==> src/rtl/fsc_pkg.sv <==
package fsc_pkg;

  localparam logic [7:0] CMD_READ_ARRAY = 8'hff;
  localparam logic [7:0] CMD_READ_STATUS = 8'h70;
  localparam logic [7:0] CMD_CLEAR_STATUS = 8'h50;
  localparam logic [7:0] CMD_ERASE_SETUP = 8'h20;
  localparam logic [7:0] CMD_ERASE_CONFIRM = 8'hd0;
  localparam logic [7:0] ERASED_BYTE = 8'hff;

  localparam int SR_READY = 7;
  localparam int SR_ERASE_SUSP = 6;
  localparam int SR_ERASE_ERR = 5;
  localparam int SR_PROG_ERR = 4;
  localparam int SR_LOW_VPP = 3;
  localparam int SR_PROG_SUSP = 2;
  localparam int SR_LOCKED = 1;
  localparam int XSR_BUF_FREE = 7;
  localparam logic [7:0] SR_VALID_MASK = 8'hfe;
  localparam logic [7:0] XSR_VALID_MASK = 8'h80;

  localparam int ADDR_W = 24;
  localparam int CLK_NS = 10;
  localparam int T_WE_LOW_NS = 70;
  localparam int T_WE_HIGH_NS = 30;
  localparam int T_OE_ACCESS_NS = 120;
  localparam int T_RECOVER_NS = 30;
  localparam logic [4:0] WE_LOW_CYC = 5'((T_WE_LOW_NS + CLK_NS - 1) / CLK_NS);
  localparam logic [4:0] WE_HIGH_CYC =
    5'((T_WE_HIGH_NS + CLK_NS - 1) / CLK_NS);
  localparam logic [4:0] OE_CYC = 5'((T_OE_ACCESS_NS + CLK_NS - 1) / CLK_NS);
  localparam logic [4:0] REC_CYC = 5'((T_RECOVER_NS + CLK_NS - 1) / CLK_NS);

  typedef enum logic [1:0]
  {
    OP_ERASE = 2'h0,
    OP_CLEAR = 2'h1,
    OP_STATUS = 2'h2
  } fsc_op_t;

  typedef struct packed
  {
    logic ready;
    logic erase_suspended;
    logic erase_error;
    logic program_error;
    logic low_voltage;
    logic program_suspended;
    logic locked_abort;
    logic bad_sequence;
    logic buffer_free;
  } fsc_result_t;

  typedef struct packed
  {
    logic we;
    logic oe;
    logic [ADDR_W-1:0] addr;
    logic [7:0] data;
  } fsc_cycle_t;

endpackage

==> src/rtl/fsc_bus_cycle.sv <==
`timescale 1ns/10ps
`default_nettype none
// one timed write or read cycle on the flash pins
module fsc_bus_cycle
(
  input wire logic sys_clk,
  input wire logic reset,
  input wire logic start,
  input wire fsc_pkg::fsc_cycle_t req,
  input wire logic [7:0] dq_in,
  output logic done,
  output logic [7:0] rd_data,
  output logic ce_n,
  output logic we_n,
  output logic oe_n,
  output logic [fsc_pkg::ADDR_W-1:0] addr,
  output logic [7:0] dq_out,
  output logic dq_oe
);

  typedef enum logic [1:0]
  {
    BC_IDLE = 2'b00,
    BC_STROBE = 2'b01,
    BC_HOLD = 2'b11
  } fsc_bc_state_t;

  fsc_bc_state_t state;
  logic [4:0] count;
  logic is_write;

  always_ff @(posedge sys_clk or posedge reset)
  begin
    if (reset)
    begin
      state <= BC_IDLE;
      count <= 5'h00;
      is_write <= 1'b0;
      ce_n <= 1'b1;
      we_n <= 1'b1;
      oe_n <= 1'b1;
      addr <= '0;
      dq_out <= 8'h00;
      dq_oe <= 1'b0;
      rd_data <= 8'h00;
      done <= 1'b0;
    end
    else
    begin
      done <= 1'b0;
      case (state)
        BC_IDLE:
        begin
          if (start)
          begin
            is_write <= req.we;
            addr <= req.addr;
            dq_out <= req.data;
            dq_oe <= req.we;
            ce_n <= 1'b0;
            we_n <= ~req.we;
            oe_n <= ~req.oe;
            count <= req.we ? fsc_pkg::WE_LOW_CYC : fsc_pkg::OE_CYC;
            state <= BC_STROBE;
          end
        end
        BC_STROBE:
        begin
          if (count > 5'h01)
          begin
            count <= count - 5'h01;
          end
          else
          begin
            // data latched on rising we, status latched while oe low
            if (!is_write)
            begin
              rd_data <= dq_in;
            end
            we_n <= 1'b1;
            oe_n <= 1'b1;
            ce_n <= 1'b1;
            count <= is_write ? fsc_pkg::WE_HIGH_CYC : fsc_pkg::REC_CYC;
            state <= BC_HOLD;
          end
        end
        BC_HOLD:
        begin
          if (count > 5'h01)
          begin
            count <= count - 5'h01;
          end
          else
          begin
            dq_oe <= 1'b0;
            done <= 1'b1;
            state <= BC_IDLE;
          end
        end
        default:
        begin
          state <= BC_IDLE;
        end
      endcase
    end
  end

endmodule
`default_nettype wire

==> src/rtl/fsc_host.sv <==
`timescale 1ns/10ps
`default_nettype none
// Contract
// - bits 5 and 4 mean bad sequence
// - host masks reserved status bits
// - clear status uses code 50h
// - clear only when idle or suspended
// - errors accumulate across several operations
// - erase is setup then confirm, block address
// - poll bit 7, toggle oe per read
// - check bit 5, clear before correction
module fsc_host
(
  input wire logic sys_clk,
  input wire logic reset,
  input wire logic cmd_valid,
  input wire fsc_pkg::fsc_op_t cmd_op,
  input wire logic [fsc_pkg::ADDR_W-1:0] cmd_addr,
  output logic cmd_ready,
  output logic done,
  output fsc_pkg::fsc_result_t result,
  output logic [7:0] status_raw,
  output logic flash_ce_n,
  output logic flash_we_n,
  output logic flash_oe_n,
  output logic [fsc_pkg::ADDR_W-1:0] flash_addr,
  input wire logic [7:0] flash_dq_in,
  output logic [7:0] flash_dq_out,
  output logic flash_dq_oe,
  input wire logic status_output_pin
);

  typedef enum logic [2:0]
  {
    HS_IDLE = 3'b000,
    HS_SETUP = 3'b001,
    HS_CONFIRM = 3'b011,
    HS_POLL = 3'b010,
    HS_CHECK = 3'b110,
    HS_XSR = 3'b111,
    HS_CLEAR = 3'b101
  } fsc_host_state_t;

  fsc_host_state_t state;
  fsc_pkg::fsc_op_t op;
  logic [fsc_pkg::ADDR_W-1:0] block_addr;
  logic cyc_start;
  fsc_pkg::fsc_cycle_t cyc_req;
  logic cyc_done;
  logic [7:0] cyc_data;
  logic [7:0] sr_masked;

  fsc_bus_cycle u_cycle
  (
    .sys_clk(sys_clk),
    .reset(reset),
    .start(cyc_start),
    .req(cyc_req),
    .dq_in(flash_dq_in),
    .done(cyc_done),
    .rd_data(cyc_data),
    .ce_n(flash_ce_n),
    .we_n(flash_we_n),
    .oe_n(flash_oe_n),
    .addr(flash_addr),
    .dq_out(flash_dq_out),
    .dq_oe(flash_dq_oe)
  );

  assign sr_masked = cyc_data & fsc_pkg::SR_VALID_MASK;
  assign cmd_ready = (state == HS_IDLE) && !cyc_start;

  // one pin cycle issued per state entry, reissued after each done while in HS_POLL
  always_comb
  begin
    cyc_req.we = 1'b0;
    cyc_req.oe = 1'b1;
    cyc_req.addr = block_addr;
    cyc_req.data = 8'h00;
    case (state)
      HS_SETUP:
      begin
        cyc_req.we = 1'b1;
        cyc_req.oe = 1'b0;
        cyc_req.data = fsc_pkg::CMD_ERASE_SETUP;
      end
      HS_CONFIRM:
      begin
        cyc_req.we = 1'b1;
        cyc_req.oe = 1'b0;
        cyc_req.data = fsc_pkg::CMD_ERASE_CONFIRM;
      end
      HS_CLEAR:
      begin
        cyc_req.we = 1'b1;
        cyc_req.oe = 1'b0;
        cyc_req.data = fsc_pkg::CMD_CLEAR_STATUS;
      end
      HS_XSR:
      begin
        cyc_req.we = 1'b1;
        cyc_req.oe = 1'b0;
        cyc_req.data = fsc_pkg::CMD_READ_STATUS;
      end
      default:
      begin
        cyc_req.we = 1'b0;
        cyc_req.oe = 1'b1;
      end
    endcase
  end

  logic issued;

  always_ff @(posedge sys_clk or posedge reset)
  begin
    if (reset)
    begin
      issued <= 1'b0;
    end
    else if (cyc_done || state == HS_IDLE)
    begin
      issued <= 1'b0;
    end
    else
    begin
      issued <= 1'b1;
    end
  end

  assign cyc_start = (state != HS_IDLE) && !issued;

  always_ff @(posedge sys_clk or posedge reset)
  begin
    if (reset)
    begin
      state <= HS_IDLE;
      op <= fsc_pkg::OP_STATUS;
      block_addr <= '0;
      done <= 1'b0;
      result <= '0;
      status_raw <= 8'h00;
    end
    else
    begin
      done <= 1'b0;
      case (state)
        HS_IDLE:
        begin
          if (cmd_valid)
          begin
            op <= cmd_op;
            block_addr <= cmd_addr;
            case (cmd_op)
              fsc_pkg::OP_ERASE: state <= HS_SETUP;
              fsc_pkg::OP_CLEAR: state <= HS_POLL;
              default: state <= HS_POLL;
            endcase
          end
        end
        HS_SETUP:
        begin
          if (cyc_done)
          begin
            state <= HS_CONFIRM;
          end
        end
        HS_CONFIRM:
        begin
          if (cyc_done)
          begin
            state <= HS_POLL;
          end
        end
        HS_POLL:
        begin
          // each poll is a fresh oe strobe, refreshing the latch
          if (cyc_done && (cyc_data[fsc_pkg::SR_READY] ||
              status_output_pin))
          begin
            state <= (op == fsc_pkg::OP_CLEAR) ? HS_CLEAR : HS_CHECK;
          end
          else if (cyc_done && op == fsc_pkg::OP_CLEAR)
          begin
            state <= HS_POLL;
          end
        end
        HS_CHECK:
        begin
          if (cyc_done)
          begin
            // full register re-read once ready
            status_raw <= sr_masked;
            result.ready <= sr_masked[fsc_pkg::SR_READY];
            result.erase_suspended <= sr_masked[fsc_pkg::SR_ERASE_SUSP];
            result.erase_error <= sr_masked[fsc_pkg::SR_ERASE_ERR];
            result.program_error <= sr_masked[fsc_pkg::SR_PROG_ERR];
            result.low_voltage <= sr_masked[fsc_pkg::SR_LOW_VPP];
            result.program_suspended <= sr_masked[fsc_pkg::SR_PROG_SUSP];
            result.locked_abort <= sr_masked[fsc_pkg::SR_LOCKED];
            result.bad_sequence <= sr_masked[fsc_pkg::SR_ERASE_ERR] &
              sr_masked[fsc_pkg::SR_PROG_ERR];
            result.buffer_free <= 1'b0;
            state <= HS_XSR;
          end
        end
        HS_XSR:
        begin
          // leaves device in status mode; results held until next op
          if (cyc_done)
          begin
            result.buffer_free <= cyc_data[fsc_pkg::XSR_BUF_FREE] &
              fsc_pkg::XSR_VALID_MASK[fsc_pkg::XSR_BUF_FREE];
            done <= 1'b1;
            state <= HS_IDLE;
          end
        end
        HS_CLEAR:
        begin
          if (cyc_done)
          begin
            result <= '0;
            status_raw <= 8'h00;
            done <= 1'b1;
            state <= HS_IDLE;
          end
        end
        default:
        begin
          state <= HS_IDLE;
        end
      endcase
    end
  end

  // erase leaves ffh in the block; verifying it is left to array reads

endmodule
`default_nettype wire

==> config.mk <==
export PLATFORM = sky130hd
export DESIGN_NAME = fsc_host
export DESIGN_NICKNAME = d
export VERILOG_FILES = /design/src/rtl/fsc_pkg.sv /design/src/rtl/fsc_bus_cycle.sv /design/src/rtl/fsc_host.sv
export SDC_FILE = /design/constraint.sdc
export NUM_CORES = 1
export LEC_CHECK = 0
export ABC_AREA = 1
export BUFFER_PORTS_ARGS = -buffer_cell sky130_fd_sc_hd__buf_2
export CAP_MARGIN = 25
export CORE_ASPECT_RATIO = 1.1
export CORE_UTILIZATION = 48
export CTS_BUF_LIST = sky130_fd_sc_hd__clkbuf_8
export DETAILED_ROUTE_END_ITERATION = 6
export PLACE_DENSITY = 0.69
export SETUP_SLACK_MARGIN = 0.15
export SYNTH_ARGS = -nofsm -noshare
export SYNTH_HDL_FRONTEND = slang
export SYNTH_SLANG_ARGS = --single-unit
export TNS_END_PERCENT = 10
==> constraint.sdc <==
create_clock -name sys_clk -period 5.5 [get_ports sys_clk]
set_input_delay 0.55 -clock sys_clk [delete_from_list [all_inputs] [get_ports sys_clk]]
set_output_delay 0.55 -clock sys_clk [all_outputs]
set_load 0.02 [all_outputs]
==> reports/results.txt <==
final setup violating endpoints: 0
pwr dens: 554 mW/mm^2
Antenna Nets Post-Route: 0
detailed-route wire length per cell: 11.7 um
Post-DP Area: 0.00421 mm^2
max-slew violation count: 0
RR Startpoint: state[0]$_DFFE_PP0P_
Starting Density: 0.499
global-route wire length before repair: 12100 um
Via density: 4.70
antenna cells: 0
DRC: 0
Total Wirelength: 7140 um
synth-to-layout area growth: 17.0%
RSZ-0062 raised after global routing: false
number of synthesized flops with an enable pin: 0
H-tree depth: 3
Reg2Reg Depth: 4
Leak: 2.35 nW
post-synth cell types: 31
Max Freq: 0.500 GHz
pre-CTS setup slack: 3510 ps
Die X: 86.3 um
clk_lat worst skew: 350 ps
post_cts resized: 0
die footprint: 0.00817 mm^2
routability cong.: 0.778
initial drt markers: 129
Crit-path slowest cell: dfrtp_1
worst endpoint required time: 4950 ps
Critical Path Sink Type: primary output
Worst Tran Pin Value: 903 ps
clock sinks: 87
ys flop type: dfrtp_1
Root Buffer: clkbuf_8
TritonCTS clock tree: done
WP data arrival: 1450 ps
final setup TNS: 0 ps
Final Hold Viols: 0
register bit total from synthesis: 87
CP max FO: 8
Synth area leaders: dfrtp_1, nand2_1, o21ai_0, inv_1, buf_4
total chip power: 0.00243 W
Critical path buffers and inverters: 2
CTS Buf Count: 9
crit-path leading delay family: flip-flops
Worst slew margin: 0.396
pin count of the biggest net entering global routing: 51
Die H: 94.7 um
grt ovf: 0
vias in the first global route: 2683
fin crit share: 0.363
final non-filler cell area: 0.00439 mm^2
Crit path largest cell delay: 490 ps
async set-reset flop share out of synthesis: 1.00
Critical R2R Capture: op[1]$_DFFE_PP1P_
Vias: 2865
Max Cap Viol: 0
nets: 539
Ports: 93
sequential share of the synthesized area: 0.582
Reg clk slew, reported paths: 90 ps
Core ar.: 0.00751 mm^2
status: finished clean
syn_area_per_cell: 8.93 um^2
CP cell instances: nor2_4, nand2_4, inv_1, buf_2
post-CTS setup buffer count: 0
Layout Skew: 10.9 ps
Peak VDD IR: 0.260 mV
yosys warns: 0
GRT Total Usage: 0.191
router iterations before antenna repair: 5
I/O Buffers: 86
std cell rows: 33
layout cells sized above 1: 0.248
Setup WS post-layout: 3500 ps
proportion of netlist area held by the largest area contributor: 0.554
Synth Instances: 420
Max Root-Sink Buffers: 2
critical path type: flip-flop to primary output
HP Class: primary input to async pin
synthesized area: 0.00375 mm^2
initial antenna violation count: 0
leading area contributor after synthesis: dfrtp_1
flop-to-flop setup slack: 3550 ps
CP Launch Type: flip-flop
cts hold-fix bufs: 0
Tmin final: 2000 ps
hpwl dp: 4990 um
## worst max path at each step
| stage | from | end | slack [ps] | cells past startpoint |
|---|---|---|---|---|
| after floorplan | reset | block_addr[0]$_DFFE_PP0P_ | 2710 | 1 |
| after global placement | state[0]$_DFFE_PP0P_ | u_cycle.we_n$_DFFE_PP1P_ | 3320 | 6 |
| after detailed placement | state[0]$_DFFE_PP0P_ | op[1]$_DFFE_PP1P_ | 3510 | 4 |
| after CTS | state[0]$_DFFE_PP0P_ | cmd_ready | 3480 | 4 |
| after global routing | state[0]$_DFFE_PP0P_ | op[1]$_DFFE_PP1P_ | 3350 | 4 |
| final | state[0]$_DFFE_PP0P_ | cmd_ready | 3500 | 4 |
## sequential cells by signal, indices dropped and copies added, names as in the netlist
register          count
block_addr           24
done                  1
issued                1
op                    2
result                2
state                 3
status_raw            7
u_cycle.addr         24
u_cycle.ce_n          1
u_cycle.count         5
u_cycle.done          1
u_cycle.dq_oe         1
u_cycle.dq_out        3
u_cycle.is_write      1
u_cycle.oe_n          1
u_cycle.rd_data       7
u_cycle.state         2
u_cycle.we_n          1
## cell usage in the layout, fill, tap and decap left out, types with 2 or more instances in the layout
| cell | n |
|---|---|
| nand2_1 | 119 |
| buf_2 | 86 |
| dfrtp_1 | 83 |
| o21ai_0 | 56 |
| inv_1 | 51 |
| nor2_1 | 18 |
| nand3_1 | 16 |
| o21ai_1 | 11 |
| clkbuf_8 | 10 |
| a21oi_1 | 6 |
| inv_2 | 5 |
| conb_1 | 5 |
| dfstp_2 | 4 |
| nor2_4 | 3 |
| or2_2 | 3 |
| nand2_2 | 2 |
| nand3_2 | 2 |
| nand4_1 | 2 |
| nand3b_1 | 2 |
| clkinv_2 | 2 |
| o22ai_1 | 2 |
| ha_1 | 2 |
| buf_16 | 2 |
## stage by stage
step	hold WS, ps	utilization	instances
2_1_floorplan	442	-	424
3_3_place_gp	454	0.553	591
3_5_place_dp	460	0.560	593
4_1_cts	331	0.584	609
5_1_grt	369	0.584	609
6_report	313	0.584	609
## area by class of cell
type                            instances  area [um^2]
Sequential cell                        87         2180
Clock buffer                           10          138
Clock inverter                          6         37.5
Multi-Input combinational cell        256         1190
Timing Repair Buffer                   89          493
Inverter                               56          211
Fill cell                             718         3130
Tap cell                              105          131
## report_power, final
part,switching [W],internal (W)
registers,0.000139,0.000924
logic,0.000640,0.000324
clock network,0.000226,0.000175
total,0.00101,0.00142
## tightest hold or removal path: cells and delay by family
family	cells	cell delay [ps]
buf+inv	3	570
## synth_stat cells (3+ instances only)
cell / n
o21ai_1: 11
nor2_1: 18
dfrtp_1: 83
dfstp_2: 4
inv_1: 50
buf_4: 17
inv_2: 5
buf_2: 5
nand3_1: 16
o21ai_0: 56
nor2_4: 3
or2_2: 3
nand2_1: 119
a21oi_1: 6
## metal layers
metal	up-vias	part of all wire	track usage
met5	-	0	0
met3	11	0.050	0.0446
met2	70	0.47	0.319
met4	0	0.017	0.0750
li1	1463	-	-
met1	1321	0.47	0.242
## cell families (layout without fill, tap and decap cells)
family,after synthesis,after routing,share of synthesized area
muxes,1,1,0.00300
buffers and inverters,81,161,0.104
xor gates and xnor gates,1,1,0.00234
adders and majority gates,2,2,0.00667
DFF,87,87,0.582
and+or+nand+nor,169,169,0.194
AOI/OAI and AO/OA,78,78,0.107
other,1,5,0.00100
(Power assumes the default switching activity.)
